<file path="src/logic/uwr_pkg.sv">
// Package: register map, field layout, constants and types of the wake-capable UART receiver
package uwr_pkg;
  // ==========================================
  // Register indices
  localparam int ADDR_W = 3;
  localparam logic [2:0] REG_RX_STAT = 3'h0;
  localparam logic [2:0] REG_RX_DATA = 3'h1;
  localparam logic [2:0] REG_TX_STAT = 3'h2;
  localparam logic [2:0] REG_BAUD_CTL = 3'h3;
  localparam logic [2:0] REG_DIV_HI = 3'h4;
  localparam logic [2:0] REG_DIV_LO = 3'h5;
  localparam logic [2:0] REG_IRQ_CTL = 3'h6;
  // ==========================================
  // Field positions
  localparam int RS_PORT_EN = 7;
  localparam int RS_NINE = 6;
  localparam int RS_CONTINUOUS_RX_ENABLE = 4;
  localparam int RS_ADDR_DET = 3;
  localparam int RS_FRAMING_ERROR_FLAG = 2;
  localparam int RS_OVERRUN_ERROR_FLAG = 1;
  localparam int RS_NINTH = 0;
  localparam int TS_SYNC = 4;
  localparam int TS_HIGH_SPEED = 2;
  localparam int BC_RX_IDLE = 6;
  localparam int BC_WIDE = 3;
  localparam int BC_WAKE = 1;
  localparam int IC_IRQ_EN = 0;
  localparam int IC_DONE = 1;
  // ==========================================
  // Reset values and widths
  localparam logic [7:0] REG_RST = 8'h00;
  localparam logic [7:0] BYTE_ZERO = 8'h00;
  localparam logic [15:0] DIV_RST = 16'h0000;
  localparam int DATA_W = 8;
  // ==========================================
  // Oversampling: 16 ticks per bit, sample in the middle
  localparam logic [3:0] TICK_ZERO = 4'h0;
  localparam logic [3:0] TICK_MID = 4'h7;
  localparam logic [3:0] TICK_LAST = 4'hf;
  localparam logic [3:0] BITS_EIGHT = 4'h7;
  localparam logic [3:0] BITS_NINE = 4'h8;
  localparam logic [1:0] PRE_X64 = 2'h3;
  localparam logic [1:0] PRE_ZERO = 2'h0;
  // ==========================================
  // Types
  typedef struct packed {
    logic [ADDR_W-1:0] addr;
    logic [7:0] wdata;
    logic wr;
    logic rd;
  } uwr_bus_t;
  typedef struct packed {
    logic ninth;
    logic framing_error_flag;
    logic [DATA_W-1:0] data;
  } uwr_char_t;
  typedef enum logic [4:0] {
    ST_IDLE = 5'b00001,
    ST_START = 5'b00010,
    ST_DATA = 5'b00100,
    ST_STOP = 5'b01000,
    ST_WAKE = 5'b10000
  } uwr_state_t;
endpackage

</file>
<file path="src/logic/uwr_baud_gen.sv">
// Baud divisor counter with x16 / x64 prescale giving the 16x sample tick
`timescale 1ns/10ps
module uwr_baud_gen (
  input wire logic mclk,
  input wire logic rst_n,
  input wire logic ce,
  input wire logic run,
  input wire logic [15:0] divisor,
  input wire logic wide,
  input wire logic high_speed,
  output logic tick16
);
  import uwr_pkg::*;
  logic [15:0] cnt_r;
  logic [1:0] pre_r;
  logic [15:0] reload;
  logic brg_tick;
  logic x64;
  assign reload = wide ? divisor : {BYTE_ZERO, divisor[7:0]};
  assign brg_tick = run && (cnt_r == DIV_RST);
  assign x64 = ~wide & ~high_speed;
  // ==========================================
  // Divisor counter; stopped while not running
  always_ff @(posedge mclk)
  begin
    if (!rst_n)
      cnt_r <= DIV_RST;
    else if (ce)
    begin
      if (!run || brg_tick)
        cnt_r <= reload;
      else
        cnt_r <= cnt_r - 16'h0001;
    end
  end
  // ==========================================
  // In x64 mode four divisor ticks make one sample tick
  always_ff @(posedge mclk)
  begin
    if (!rst_n)
      pre_r <= PRE_ZERO;
    else if (ce)
    begin
      if (!run || !x64)
        pre_r <= PRE_ZERO;
      else if (brg_tick)
        pre_r <= pre_r + 2'h1;
    end
  end
  assign tick16 = brg_tick && (!x64 || pre_r == PRE_X64);
endmodule

</file>
<file path="src/logic/uwr_edge.sv">
// Line register with rising and falling edge detection
`timescale 1ns/10ps
module uwr_edge (
  input wire logic mclk,
  input wire logic rst_n,
  input wire logic ce,
  input wire logic din,
  output logic level,
  output logic rise,
  output logic fall
);
  import uwr_pkg::*;
  logic prev_r;
  // ==========================================
  // Idle line is high, so reset to one to avoid a false edge
  always_ff @(posedge mclk)
  begin
    if (!rst_n)
    begin
      level <= 1'b1;
      prev_r <= 1'b1;
    end
    else if (ce)
    begin
      level <= din;
      prev_r <= level;
    end
  end
  assign rise = level & ~prev_r;
  assign fall = ~level & prev_r;
endmodule

</file>
<file path="src/logic/uwr_rx_top.sv">
// Asynchronous UART receiver with address detect and wake-on-break monitor
// Operation
// - Line sampled by 16x tick; shift register advances once per bit.
// - Nine-bit mode captures ninth bit into status register with error flags.
// - Receive only with continuous enable; clearing it clears error flags.
// - Completed character sets done flag; interrupt only when enabled.
// - Low eight data bits are read from the data buffer register.
// - Address detect filters characters in nine-bit mode; cleared, every character is accepted.
// - In sleep the baud generator stops and normal reception halts.
// - Wake enable, baud control bit 1, idles receiver and monitors line.
// - Wake event is a falling edge on the receive line.
// - Wake event sets the receive done flag.
// - Reading the data buffer clears the wake-induced done flag.
// - Wake enable self-clears on first rising edge after wake event.
// - Frame is start, eight or nine data bits LSB first, stop.
// - Baud generator gives 16x or 64x bit rate; 64x only with high-speed and wide bits both clear.
`timescale 1ns/10ps
module uwr_rx_top (
  input wire logic mclk,
  input wire logic rst_n,
  input wire logic ce,
  input wire logic sleep,
  input wire logic rx_data_pin,
  input wire uwr_pkg::uwr_bus_t bus,
  output logic [7:0] rdata,
  output logic rx_irq,
  output logic rx_done_flag
);
  import uwr_pkg::*;

  // ==========================================
  // Declarations
  logic port_enable_bit_r;
  logic nine_bit_rx_enable_r;
  logic continuous_rx_enable_r;
  logic address_detect_enable_r;
  logic framing_error_flag_r;
  logic overrun_error_flag_r;
  logic sync_mode_r;
  logic baud_high_speed_r;
  logic baud_wide_divisor_r;
  logic wake_on_break_enable_r;
  logic rx_irq_enable_r;
  logic rx_done_flag_r;
  logic woke_r;
  logic [15:0] baud_divisor_r;
  uwr_char_t buf_r;
  uwr_state_t state_r;
  logic [3:0] tick_r;
  logic [3:0] bit_r;
  logic [8:0] shift_r;
  logic [7:0] rdata_r;
  logic line;
  logic line_rise;
  logic line_fall;
  logic tick16;
  logic rx_run;
  logic brg_run;
  logic bit_edge;
  logic char_end;
  logic [7:0] char_data;
  logic char_ninth;
  logic char_pass;
  logic load_ok;
  logic load_ovr;
  logic wake_fall;
  logic wake_done;
  logic rd_data;
  logic wr_bc;

  // ==========================================
  // Line edge detection and baud generator
  uwr_edge u_edge (
    .mclk(mclk),
    .rst_n(rst_n),
    .ce(ce),
    .din(rx_data_pin),
    .level(line),
    .rise(line_rise),
    .fall(line_fall)
  );

  // Generator idles in sleep and while the wake monitor owns the line
  assign brg_run = port_enable_bit_r & ~sync_mode_r & ~sleep & ~wake_on_break_enable_r;

  uwr_baud_gen u_baud (
    .mclk(mclk),
    .rst_n(rst_n),
    .ce(ce),
    .run(brg_run),
    .divisor(baud_divisor_r),
    .wide(baud_wide_divisor_r),
    .high_speed(baud_high_speed_r),
    .tick16(tick16)
  );

  // ==========================================
  // Receive condition and character completion
  assign rx_run = brg_run & continuous_rx_enable_r;
  assign bit_edge = tick16 && (tick_r == TICK_LAST);
  assign char_end = rx_run && (state_r == ST_STOP) && bit_edge;
  assign char_data = nine_bit_rx_enable_r ? shift_r[7:0] : shift_r[8:1];
  assign char_ninth = nine_bit_rx_enable_r & shift_r[8];
  // Address bytes carry a ninth bit of one
  assign char_pass = ~(nine_bit_rx_enable_r & address_detect_enable_r) | char_ninth;
  assign load_ok = char_end & char_pass & ~rx_done_flag_r;
  assign load_ovr = char_end & char_pass & rx_done_flag_r;
  assign wake_fall = (state_r == ST_WAKE) & ~woke_r & line_fall;
  assign wake_done = (state_r == ST_WAKE) & woke_r & line_rise;
  assign rd_data = bus.rd && (bus.addr == REG_RX_DATA);
  assign wr_bc = bus.wr && (bus.addr == REG_BAUD_CTL);

  // ==========================================
  // Receive sequencer
  always_ff @(posedge mclk)
  begin
    if (!rst_n)
      state_r <= ST_IDLE;
    else if (ce)
    begin
      unique case (state_r)
        ST_IDLE:
        begin
          if (wake_on_break_enable_r && port_enable_bit_r)
            state_r <= ST_WAKE;
          else if (rx_run && line_fall)
            state_r <= ST_START;
        end
        ST_START:
        begin
          if (!rx_run)
            state_r <= ST_IDLE;
          else if (tick16 && tick_r == TICK_MID)
            state_r <= line ? ST_IDLE : ST_DATA;
        end
        ST_DATA:
        begin
          if (!rx_run)
            state_r <= ST_IDLE;
          else if (bit_edge && bit_r == (nine_bit_rx_enable_r ? BITS_NINE : BITS_EIGHT))
            state_r <= ST_STOP;
        end
        ST_STOP:
        begin
          if (!rx_run || bit_edge)
            state_r <= ST_IDLE;
        end
        ST_WAKE:
        begin
          if (wake_done || !wake_on_break_enable_r)
            state_r <= ST_IDLE;
        end
        default:
          state_r <= ST_IDLE;
      endcase
    end
  end

  // ==========================================
  // Oversample counter and bit shifter
  always_ff @(posedge mclk)
  begin
    if (!rst_n)
    begin
      tick_r <= TICK_ZERO;
      bit_r <= TICK_ZERO;
      shift_r <= 9'h000;
    end
    else if (ce)
    begin
      if (state_r == ST_IDLE || state_r == ST_WAKE)
      begin
        tick_r <= TICK_ZERO;
        bit_r <= TICK_ZERO;
      end
      else if (tick16)
      begin
        // Restart count at mid start bit so later samples land mid bit
        if (state_r == ST_START && tick_r == TICK_MID)
          tick_r <= TICK_ZERO;
        else
          tick_r <= tick_r + 4'h1;
        if (state_r == ST_DATA && tick_r == TICK_LAST)
        begin
          shift_r <= {line, shift_r[8:1]};
          bit_r <= bit_r + 4'h1;
        end
      end
    end
  end

  // ==========================================
  // Receive buffer and error flags
  always_ff @(posedge mclk)
  begin
    if (!rst_n)
      buf_r <= '0;
    else if (ce && load_ok)
    begin
      buf_r.data <= char_data;
      buf_r.ninth <= char_ninth;
      buf_r.framing_error_flag <= ~line;
    end
  end

  always_ff @(posedge mclk)
  begin
    if (!rst_n)
    begin
      framing_error_flag_r <= 1'b0;
      overrun_error_flag_r <= 1'b0;
    end
    else if (ce)
    begin
      // Overrun drops the new character; software recovers by toggling enable
      if (load_ovr)
        overrun_error_flag_r <= 1'b1;
      else if (!continuous_rx_enable_r)
        overrun_error_flag_r <= 1'b0;
      if (load_ok)
        framing_error_flag_r <= ~line;
      else if (!continuous_rx_enable_r)
        framing_error_flag_r <= 1'b0;
    end
  end

  // ==========================================
  // Done flag: set beats clear by a read in the same cycle
  always_ff @(posedge mclk)
  begin
    if (!rst_n)
      rx_done_flag_r <= 1'b0;
    else if (ce)
    begin
      if (load_ok || wake_fall)
        rx_done_flag_r <= 1'b1;
      else if (rd_data)
        rx_done_flag_r <= 1'b0;
    end
  end

  // ==========================================
  // Wake monitor
  always_ff @(posedge mclk)
  begin
    if (!rst_n)
      woke_r <= 1'b0;
    else if (ce)
    begin
      if (wake_fall)
        woke_r <= 1'b1;
      else if (wake_done || state_r != ST_WAKE)
        woke_r <= 1'b0;
    end
  end

  // ==========================================
  // Control registers; a software write to baud control beats the self-clear
  always_ff @(posedge mclk)
  begin
    if (!rst_n)
    begin
      port_enable_bit_r <= 1'b0;
      nine_bit_rx_enable_r <= 1'b0;
      continuous_rx_enable_r <= 1'b0;
      address_detect_enable_r <= 1'b0;
      sync_mode_r <= 1'b0;
      baud_high_speed_r <= 1'b0;
      baud_wide_divisor_r <= 1'b0;
      wake_on_break_enable_r <= 1'b0;
      rx_irq_enable_r <= 1'b0;
      baud_divisor_r <= DIV_RST;
    end
    else if (ce)
    begin
      if (bus.wr)
      begin
        unique case (bus.addr)
          REG_RX_STAT:
          begin
            port_enable_bit_r <= bus.wdata[RS_PORT_EN];
            nine_bit_rx_enable_r <= bus.wdata[RS_NINE];
            continuous_rx_enable_r <= bus.wdata[RS_CONTINUOUS_RX_ENABLE];
            address_detect_enable_r <= bus.wdata[RS_ADDR_DET];
          end
          REG_TX_STAT:
          begin
            sync_mode_r <= bus.wdata[TS_SYNC];
            baud_high_speed_r <= bus.wdata[TS_HIGH_SPEED];
          end
          REG_BAUD_CTL:
          begin
            baud_wide_divisor_r <= bus.wdata[BC_WIDE];
            wake_on_break_enable_r <= bus.wdata[BC_WAKE];
          end
          REG_DIV_HI:
            baud_divisor_r[15:8] <= bus.wdata;
          REG_DIV_LO:
            baud_divisor_r[7:0] <= bus.wdata;
          REG_IRQ_CTL:
            rx_irq_enable_r <= bus.wdata[IC_IRQ_EN];
          default:
          begin
          end
        endcase
      end
      if (wake_done && !wr_bc)
        wake_on_break_enable_r <= 1'b0;
    end
  end

  // ==========================================
  // Read port: data stand one cycle after the strobe
  always_ff @(posedge mclk)
  begin
    if (!rst_n)
      rdata_r <= BYTE_ZERO;
    else if (ce)
    begin
      rdata_r <= BYTE_ZERO;
      if (bus.rd)
      begin
        unique case (bus.addr)
          REG_RX_STAT:
            rdata_r <= {port_enable_bit_r, nine_bit_rx_enable_r, 1'b0, continuous_rx_enable_r,
                        address_detect_enable_r, framing_error_flag_r, overrun_error_flag_r,
                        buf_r.ninth};
          REG_RX_DATA:
            rdata_r <= buf_r.data;
          REG_TX_STAT:
            rdata_r <= {3'h0, sync_mode_r, 1'b0, baud_high_speed_r, 2'h0};
          REG_BAUD_CTL:
            rdata_r <= {1'b0, state_r == ST_IDLE, 2'h0, baud_wide_divisor_r, 1'b0,
                        wake_on_break_enable_r, 1'b0};
          REG_DIV_HI:
            rdata_r <= baud_divisor_r[15:8];
          REG_DIV_LO:
            rdata_r <= baud_divisor_r[7:0];
          REG_IRQ_CTL:
            rdata_r <= {6'h00, rx_done_flag_r, rx_irq_enable_r};
          default:
            rdata_r <= BYTE_ZERO;
        endcase
      end
    end
  end

  assign rdata = rdata_r;
  assign rx_done_flag = rx_done_flag_r;
  assign rx_irq = rx_done_flag_r & rx_irq_enable_r;
endmodule

</file>
<file path="config.mk">
export PLATFORM = sky130hd
export DESIGN_NAME = uwr_rx_top
export DESIGN_NICKNAME = d
export VERILOG_FILES = /design/src/logic/uwr_pkg.sv /design/src/logic/uwr_baud_gen.sv /design/src/logic/uwr_edge.sv /design/src/logic/uwr_rx_top.sv
export SDC_FILE = /design/constraint.sdc
export NUM_CORES = 1
export LEC_CHECK = 0
export ABC_AREA = 0
export ABC_CLOCK_PERIOD_IN_PS = 3170
export BUFFER_PORTS_ARGS = -buffer_cell sky130_fd_sc_hd__buf_2
export CORE_UTILIZATION = 61
export CTS_CLUSTER_DIAMETER = 40
export CTS_CLUSTER_SIZE = 24
export DETAILED_ROUTE_END_ITERATION = 12
export PLACE_DENSITY = 0.88
export RECOVER_POWER = 100
export SLEW_MARGIN = 40
export SYNTH_ARGS = -nofsm -noshare
export SYNTH_HDL_FRONTEND = slang
export SYNTH_SLANG_ARGS = --single-unit
</file>
<file path="constraint.sdc">
create_clock -name mclk -period 3.17 [get_ports mclk]
set_input_delay 0 -clock mclk [delete_from_list [all_inputs] [get_ports mclk]]
set_output_delay 0 -clock mclk [all_outputs]
set_load 0.1 [all_outputs]
</file>
* Word level (Yosys, flattened, before mapping)
Index checks and enable logic that the tools add are counted.
Storage, ports and cells: flip-flop bits (word level) 88, output and inout port bits 10, logic and storage cells 169
Operators by class: add/sub/neg operators 4, eq/ne operators 23, muxes and demuxes 34, bitwise operators 29, reduce and logical (&&, ||, !) cells 53
Operators by type and width (number):
- $pmux 8 s7 | 1
- $mux 5 | 8
- $mux 16 | 2
- $mux 4 | 7
- $pmux 5 s5 | 1
- $reduce_and 3->1 | 8
- $and 1x1->1 | 17
- $logic_not 16->1 | 1
- $mux 8 | 2
- $sub 16x1->16 const B | 1
- $logic_and 1x1->1 | 15
- $reduce_bool 2->1 | 7
- $reduce_and 2->1 | 6
- $not 1->1 | 11
- $mux 1 | 10
- $eq 3x3->1 const B | 3
- $ne 3x3->1 const B | 3
- $add 4x1->4 const B | 2
- $logic_or 1x1->1 | 8
- $ne 2x1->1 const B | 4
- $eq 3x2->1 const B | 2
- $reduce_and 6->1 | 1
- $eq 5x1->1 const B | 1
- $eq 5x2->1 const B | 1
- other kinds (16) | 21

* Longest topological paths before layout
depth after elaboration 13, gate-level depth with buffers 10

* By module
Synthesis repeated with hierarchy kept, for this count alone.
Unflattened totals: cells, all modules 530, area, all modules 4668.2 um^2
By module, submodules not included:
- uwr_rx_top | instances 1, cells each 361, area each 3321.9 um^2, seq. area each 1361.3 um^2
- uwr_baud_gen | instances 1, cells each 161, area each 1266.2 um^2, seq. area each 360.3 um^2
- uwr_edge | instances 1, cells each 8, area each 80.1 um^2, seq. area each 40.0 um^2

* Worst setup path after synthesis
No wires, ideal clock.
path type register to register, start point register u_baud.cnt_r[10], end point register tick_r[3], library setup time 0.070 ns, data arrival time 2.545 ns, path slack 0.555 ns, stages on the path, launching flop included 7, buffers on the path 1, clock period less this slack 2.615 ns, cells stage by stage dfxtp_1 or4_4 or4_4 or3_1 clkbuf_2 or4_1 a21oi_1
Between the ends: longest elaborated chain between the ends 5
RTL lines:
- start: declaration | RTL line uwr_baud_gen.sv:14 | logic [15:0] cnt_r;
- start signal: assignment | RTL line uwr_baud_gen.sv:31 | cnt_r <= reload;
- start signal: assignment | RTL line uwr_baud_gen.sv:33 | cnt_r <= cnt_r - 16'h0001;
- $logic_not 16->1 | RTL line uwr_baud_gen.sv:20 | assign brg_tick = run && (cnt_r == DIV_RST);
- $logic_and 1x1->1 | RTL line uwr_baud_gen.sv:20
- $logic_and 1x1->1 | RTL line uwr_baud_gen.sv:50 | assign tick16 = brg_tick && (!x64 || pre_r == PRE_X64);
- $reduce_bool 2->1 (no line)
- $reduce_and 2->1 (no line)
- end signal: assignment | RTL line uwr_rx_top.sv:182 | tick_r <= tick_r + 4'h1;
- end: declaration | RTL line uwr_rx_top.sv:49 | logic [3:0] tick_r;
No other way between the ends. A chain may end at the register's enable or synchronous reset.

* Worst setup path in the final report
start point register u_baud.cnt_r[10], end point register state_r[2]
Between the ends: longest elaborated chain between the ends 7, elaborated cells on any way between the ends 11, classes of those cells eq/ne: 3; reduce/logical: 8
RTL lines:
- $logic_not 16->1 (*) | RTL line uwr_baud_gen.sv:20
- $logic_and 1x1->1 (*) | RTL line uwr_baud_gen.sv:20
- $logic_and 1x1->1 (*) | RTL line uwr_baud_gen.sv:50
- $logic_and 1x1->1 | RTL line uwr_rx_top.sv:100 | assign bit_edge = tick16 && (tick_r == TICK_LAST);
- $logic_and 1x1->1 or $logic_or 1x1->1 (tied branches) | RTL line uwr_rx_top.sv:140, uwr_rx_top.sv:145
- $ne 3x3->1 (no line) or $ne 2x1->1 (tied branches)
- $reduce_and 6->1 (no line) (*)
- end signal: assignment | RTL line uwr_rx_top.sv:134 | state_r <= line ? ST_IDLE : ST_DATA;
- end: declaration | RTL line uwr_rx_top.sv:48 | uwr_state_t state_r;
Mark *: on every way between the ends. The rest lies on a longest branch, timed or not.

==> results.json <==
{
  "syn_inst": 544,
  "min-delay-start": "rst_n",
  "timing.hold.ws_ns": 0.03219,
  "hp-class": "in2reg",
  "grt_overflow_total": 0,
  "r2r-end": "state_r[2]$_SDFFE_PN0P_",
  "synth_compound_area_share_pct": 18.29,
  "syn_area_mm2": 0.004459,
  "fillCellCount": 526,
  "muxShareOfSynthArea_pct": 11.11,
  "die_height_um": 87.50,
  "synth_ff_type": "dfxtp_1",
  "drcViolationCount": 0,
  "wl_per_cell_um": 17.19,
  "critPathMaxFanout": 10,
  "r2r_setup_slack_ns": 0.32,
  "wirelength_um": 11410,
  "synthSimpleGateAreaFrac_pct": 24.47,
  "cap_violations": 0,
  "tightestPinTransition_ns": 1.198,
  "antenna_found_initial": 0,
  "dr.pass1.iters": 5,
  "synthArstFlopShare_pct": 0,
  "pre_cts_ws_ns": 0.4589,
  "portBuffers": 27,
  "required_ns": 3.47,
  "worstPathArrival_ns": 3.14,
  "io_pins": 28,
  "row_count": 30,
  "cts.repair.resized": 0,
  "clock.fmax_mhz": 351.3,
  "grt_pass1_wl_um": 18510,
  "die-area_mm2": 0.007656,
  "synth_cell_types": 61,
  "power.density_mw_per_mm2": 486.0,
  "reg2reg_depth": 6,
  "drive_gt1_share_pct": 8.803,
  "clk_pin_slew_ns": 0.09,
  "diodes": 0,
  "outcome": "complete, no violations",
  "cts_buffers": 9,
  "vias": 4216,
  "startpoint_type": "register",
  "yosysSeqAreaShare_pct": 39.51,
  "gp_congestion": 0.8384,
  "p_total_w": 0.002396,
  "multi_input_area_mm2": 0.002510,
  "final_cell_area_mm2": 0.004930,
  "yosys.area_share.xor_xnor_pct": 1.178,
  "hold_end": "u_edge.prev_r$_SDFFE_PN1P_",
  "setup_viol": 0,
  "holdPathStages": 2,
  "finalHoldViolations": 0,
  "finalSetupTns_ns": 0,
  "fp.dieW_um": 87.50,
  "grt_pass1_vias": 3896,
  "area_delta_synth_final_pct": 10.55,
  "vias_per_cell": 6.349,
  "synth_enable_flop_cells": 0,
  "irDropWorstVdd_mv": 0.3803,
  "grt.total_usage_pct": 31.45,
  "core-area_mm2": 0.006944,
  "synthAdderAreaFrac_pct": 1.403,
  "rr_startpoint": "u_baud.cnt_r[10]$_SDFFE_PN0P_",
  "yosysWarningCount": 0,
  "synthesis.nets": 567,
  "drtIter0Drc": 485,
  "clockBufferDepth": 2,
  "root_buffer": "clkbuf_8",
  "rsz0062_at_grt": "false",
  "synth_top_family_by_area": "simple AND/OR/NAND/NOR gates",
  "dp_hpwl_um": 7848,
  "initial_core_util_pct": 64.22,
  "syn_avg_cell_area_um2": 8.197,
  "ff_latch_area_mm2": 0.001762,
  "worst_setup_path_end_kind": "register",
  "relSlewSlack_pct": 20.15,
  "synth_seq_cells": 88,
  "fin_skew_ns": 0.01120,
  "slew_viol_final": 0,
  "postRouteAntennaNets": 0,
  "static-leakage-power_nw": 1.782,
  "setup_ws_ns": 0.3233,
  "grt_start_max_net_pins": 63,
  "place_area_mm2": 0.004647,
  "cts_tree": "built",
  "clkSinkCount": 88,
  "post-route-min-period_ns": 2.847,
  "period_share_pct": 89.80,
  "insertion_delay_ns": 0.37,
  "nets": 586,
  "path_class": "reg2reg",
  "htreeDepth": 3
}
-- cell usage after synthesis, drive strengths merged, types with 9 or more instances --
library cell / count / share of area [%]
dfxtp: 88 / 40
nor2: 72 / 6.1
nand2: 59 / 5.0
a21oi: 36 / 4.0
mux2i: 36 / 8.1
clkbuf: 33 / 2.8
o21ai: 26 / 2.9
nand3: 22 / 2.5
nor3: 14 / 1.8
nor2b: 12 / 1.7
a31oi: 11 / 1.5
inv: 11 / 0.93
a211oi: 9 / 1.5
a22oi: 9 / 1.5
-- state kept, by name (all words and copies together) (netlist names), 2 cells and up --
name,flops
tick_r,4
bit_r,4
baud_divisor_r,16
buf_r,9
rdata,8
u_baud.pre_r,2
state_r,5
u_baud.cnt_r,16
shift_r,9
-- cell families after synthesis --
logic type,count (synthesis)
buffers and inverters,47
AO/OA/AOI/OAI,127
XOR/XNOR,6
AND/OR/NAND/NOR,225
adder cells (fa/ha/maj),5
multiplexers,46
flip-flops,88
-- layout by cell type, fill, tap and decap left out, drive strengths merged, types with 2 or more instances in the layout --
cell	synthesis	final
dfxtp	88	88
nor2	72	72
nand2	59	59
a21oi	36	36
mux2i	36	36
o21ai	26	26
clkbuf	33	23
nand3	22	22
buf	3	21
nor3	14	14
inv	11	13
nor2b	12	12
a31oi	11	11
dlygate4sd3	0	10
a211oi	9	9
a22oi	9	9
mux2	8	8
nand2b	7	7
nor4	7	7
nand4	7	7
o211ai	7	7
or4	6	6
o41ai	5	5
ha	5	5
and2	5	5
xnor2	3	3
o22ai	3	3
xor2	3	3
nor4b	3	3
and3	2	2
nand3b	2	2
and4b	2	2
a41o	2	2
o31ai	2	2
a32oi	2	2
o32ai	2	2
mux4	2	2
o21a	2	2
bufinv	0	2
-- per-stage QoR --
| step | util, % | cells |
|---|---|---|
| after global placement | 66.74 | 638 |
| after detailed placement | 66.92 | 638 |
| after CTS | 71.64 | 664 |
| after floorplan | - | 544 |
| final | 70.99 | 664 |
| after global routing | 70.99 | 664 |
-- layer usage --
| layer | share of wire, % | global-route usage [%] | wire length [um] | up-vias |
|---|---|---|---|---|
| met3 | 6.6 | 6.256 | 748 | 33 |
| met5 | 0 | 0 | 0 | - |
| met1 | 43 | 41.05 | 4858 | 1987 |
| li1 | - | - | - | 2001 |
| met4 | 2.8 | 12.22 | 325 | 0 |
| met2 | 48 | 51.49 | 5480 | 195 |
-- layout make-up --
class,count,area share [%]
clock buffers,10,2.792
clock inverters,6,1.827
inverters,11,0.8883
multi-input cells,409,50.91
flip-flops and latches,88,35.74
well taps,96,2.437
repair buffers,44,5.406
-- power breakdown --
part,internal [W],switching [W],leakage [nW]
Sequential,0.00113,0.0000425,0.711
Clock,0.000470,0.000424,0.113
Combinational,0.000122,0.000206,0.957
Total,0.00172,0.000672,1.78
-- worst max-delay path, stage by stage (launching register included) --
cell and delay (ns):
dfxtp_1 0.36, or4_1 0.60, or4_1 0.62, nor3_4 0.33, o211ai_2 0.24, or4_1 0.51
a21oi_1 0.12
-- how the worst max path moves through the flow --
stage,start,to,slack [ns],depth (start not counted)
after CTS,u_baud.cnt_r[10]$_SDFFE_PN0P_,state_r[2]$_SDFFE_PN0P_,0.45,6
after detailed placement,u_baud.cnt_r[10]$_SDFFE_PN0P_,state_r[2]$_SDFFE_PN0P_,0.46,6
after global routing,u_baud.cnt_r[10]$_SDFFE_PN0P_,state_r[2]$_SDFFE_PN0P_,0.18,6
after floorplan,u_baud.cnt_r[10]$_SDFFE_PN0P_,tick_r[3]$_SDFFE_PN0P_,0.56,6
final,u_baud.cnt_r[10]$_SDFFE_PN0P_,state_r[2]$_SDFFE_PN0P_,0.32,6
after global placement,u_baud.cnt_r[10]$_SDFFE_PN0P_,state_r[2]$_SDFFE_PN0P_,0.51,6
-- what timing repair did --
action / in CTS / in global routing
setup buffers: 0 / 0
endpoints found under the hold margin: 25 / 0
hold buffers: 10 / 0
Power figures use the tool's default switching activity.
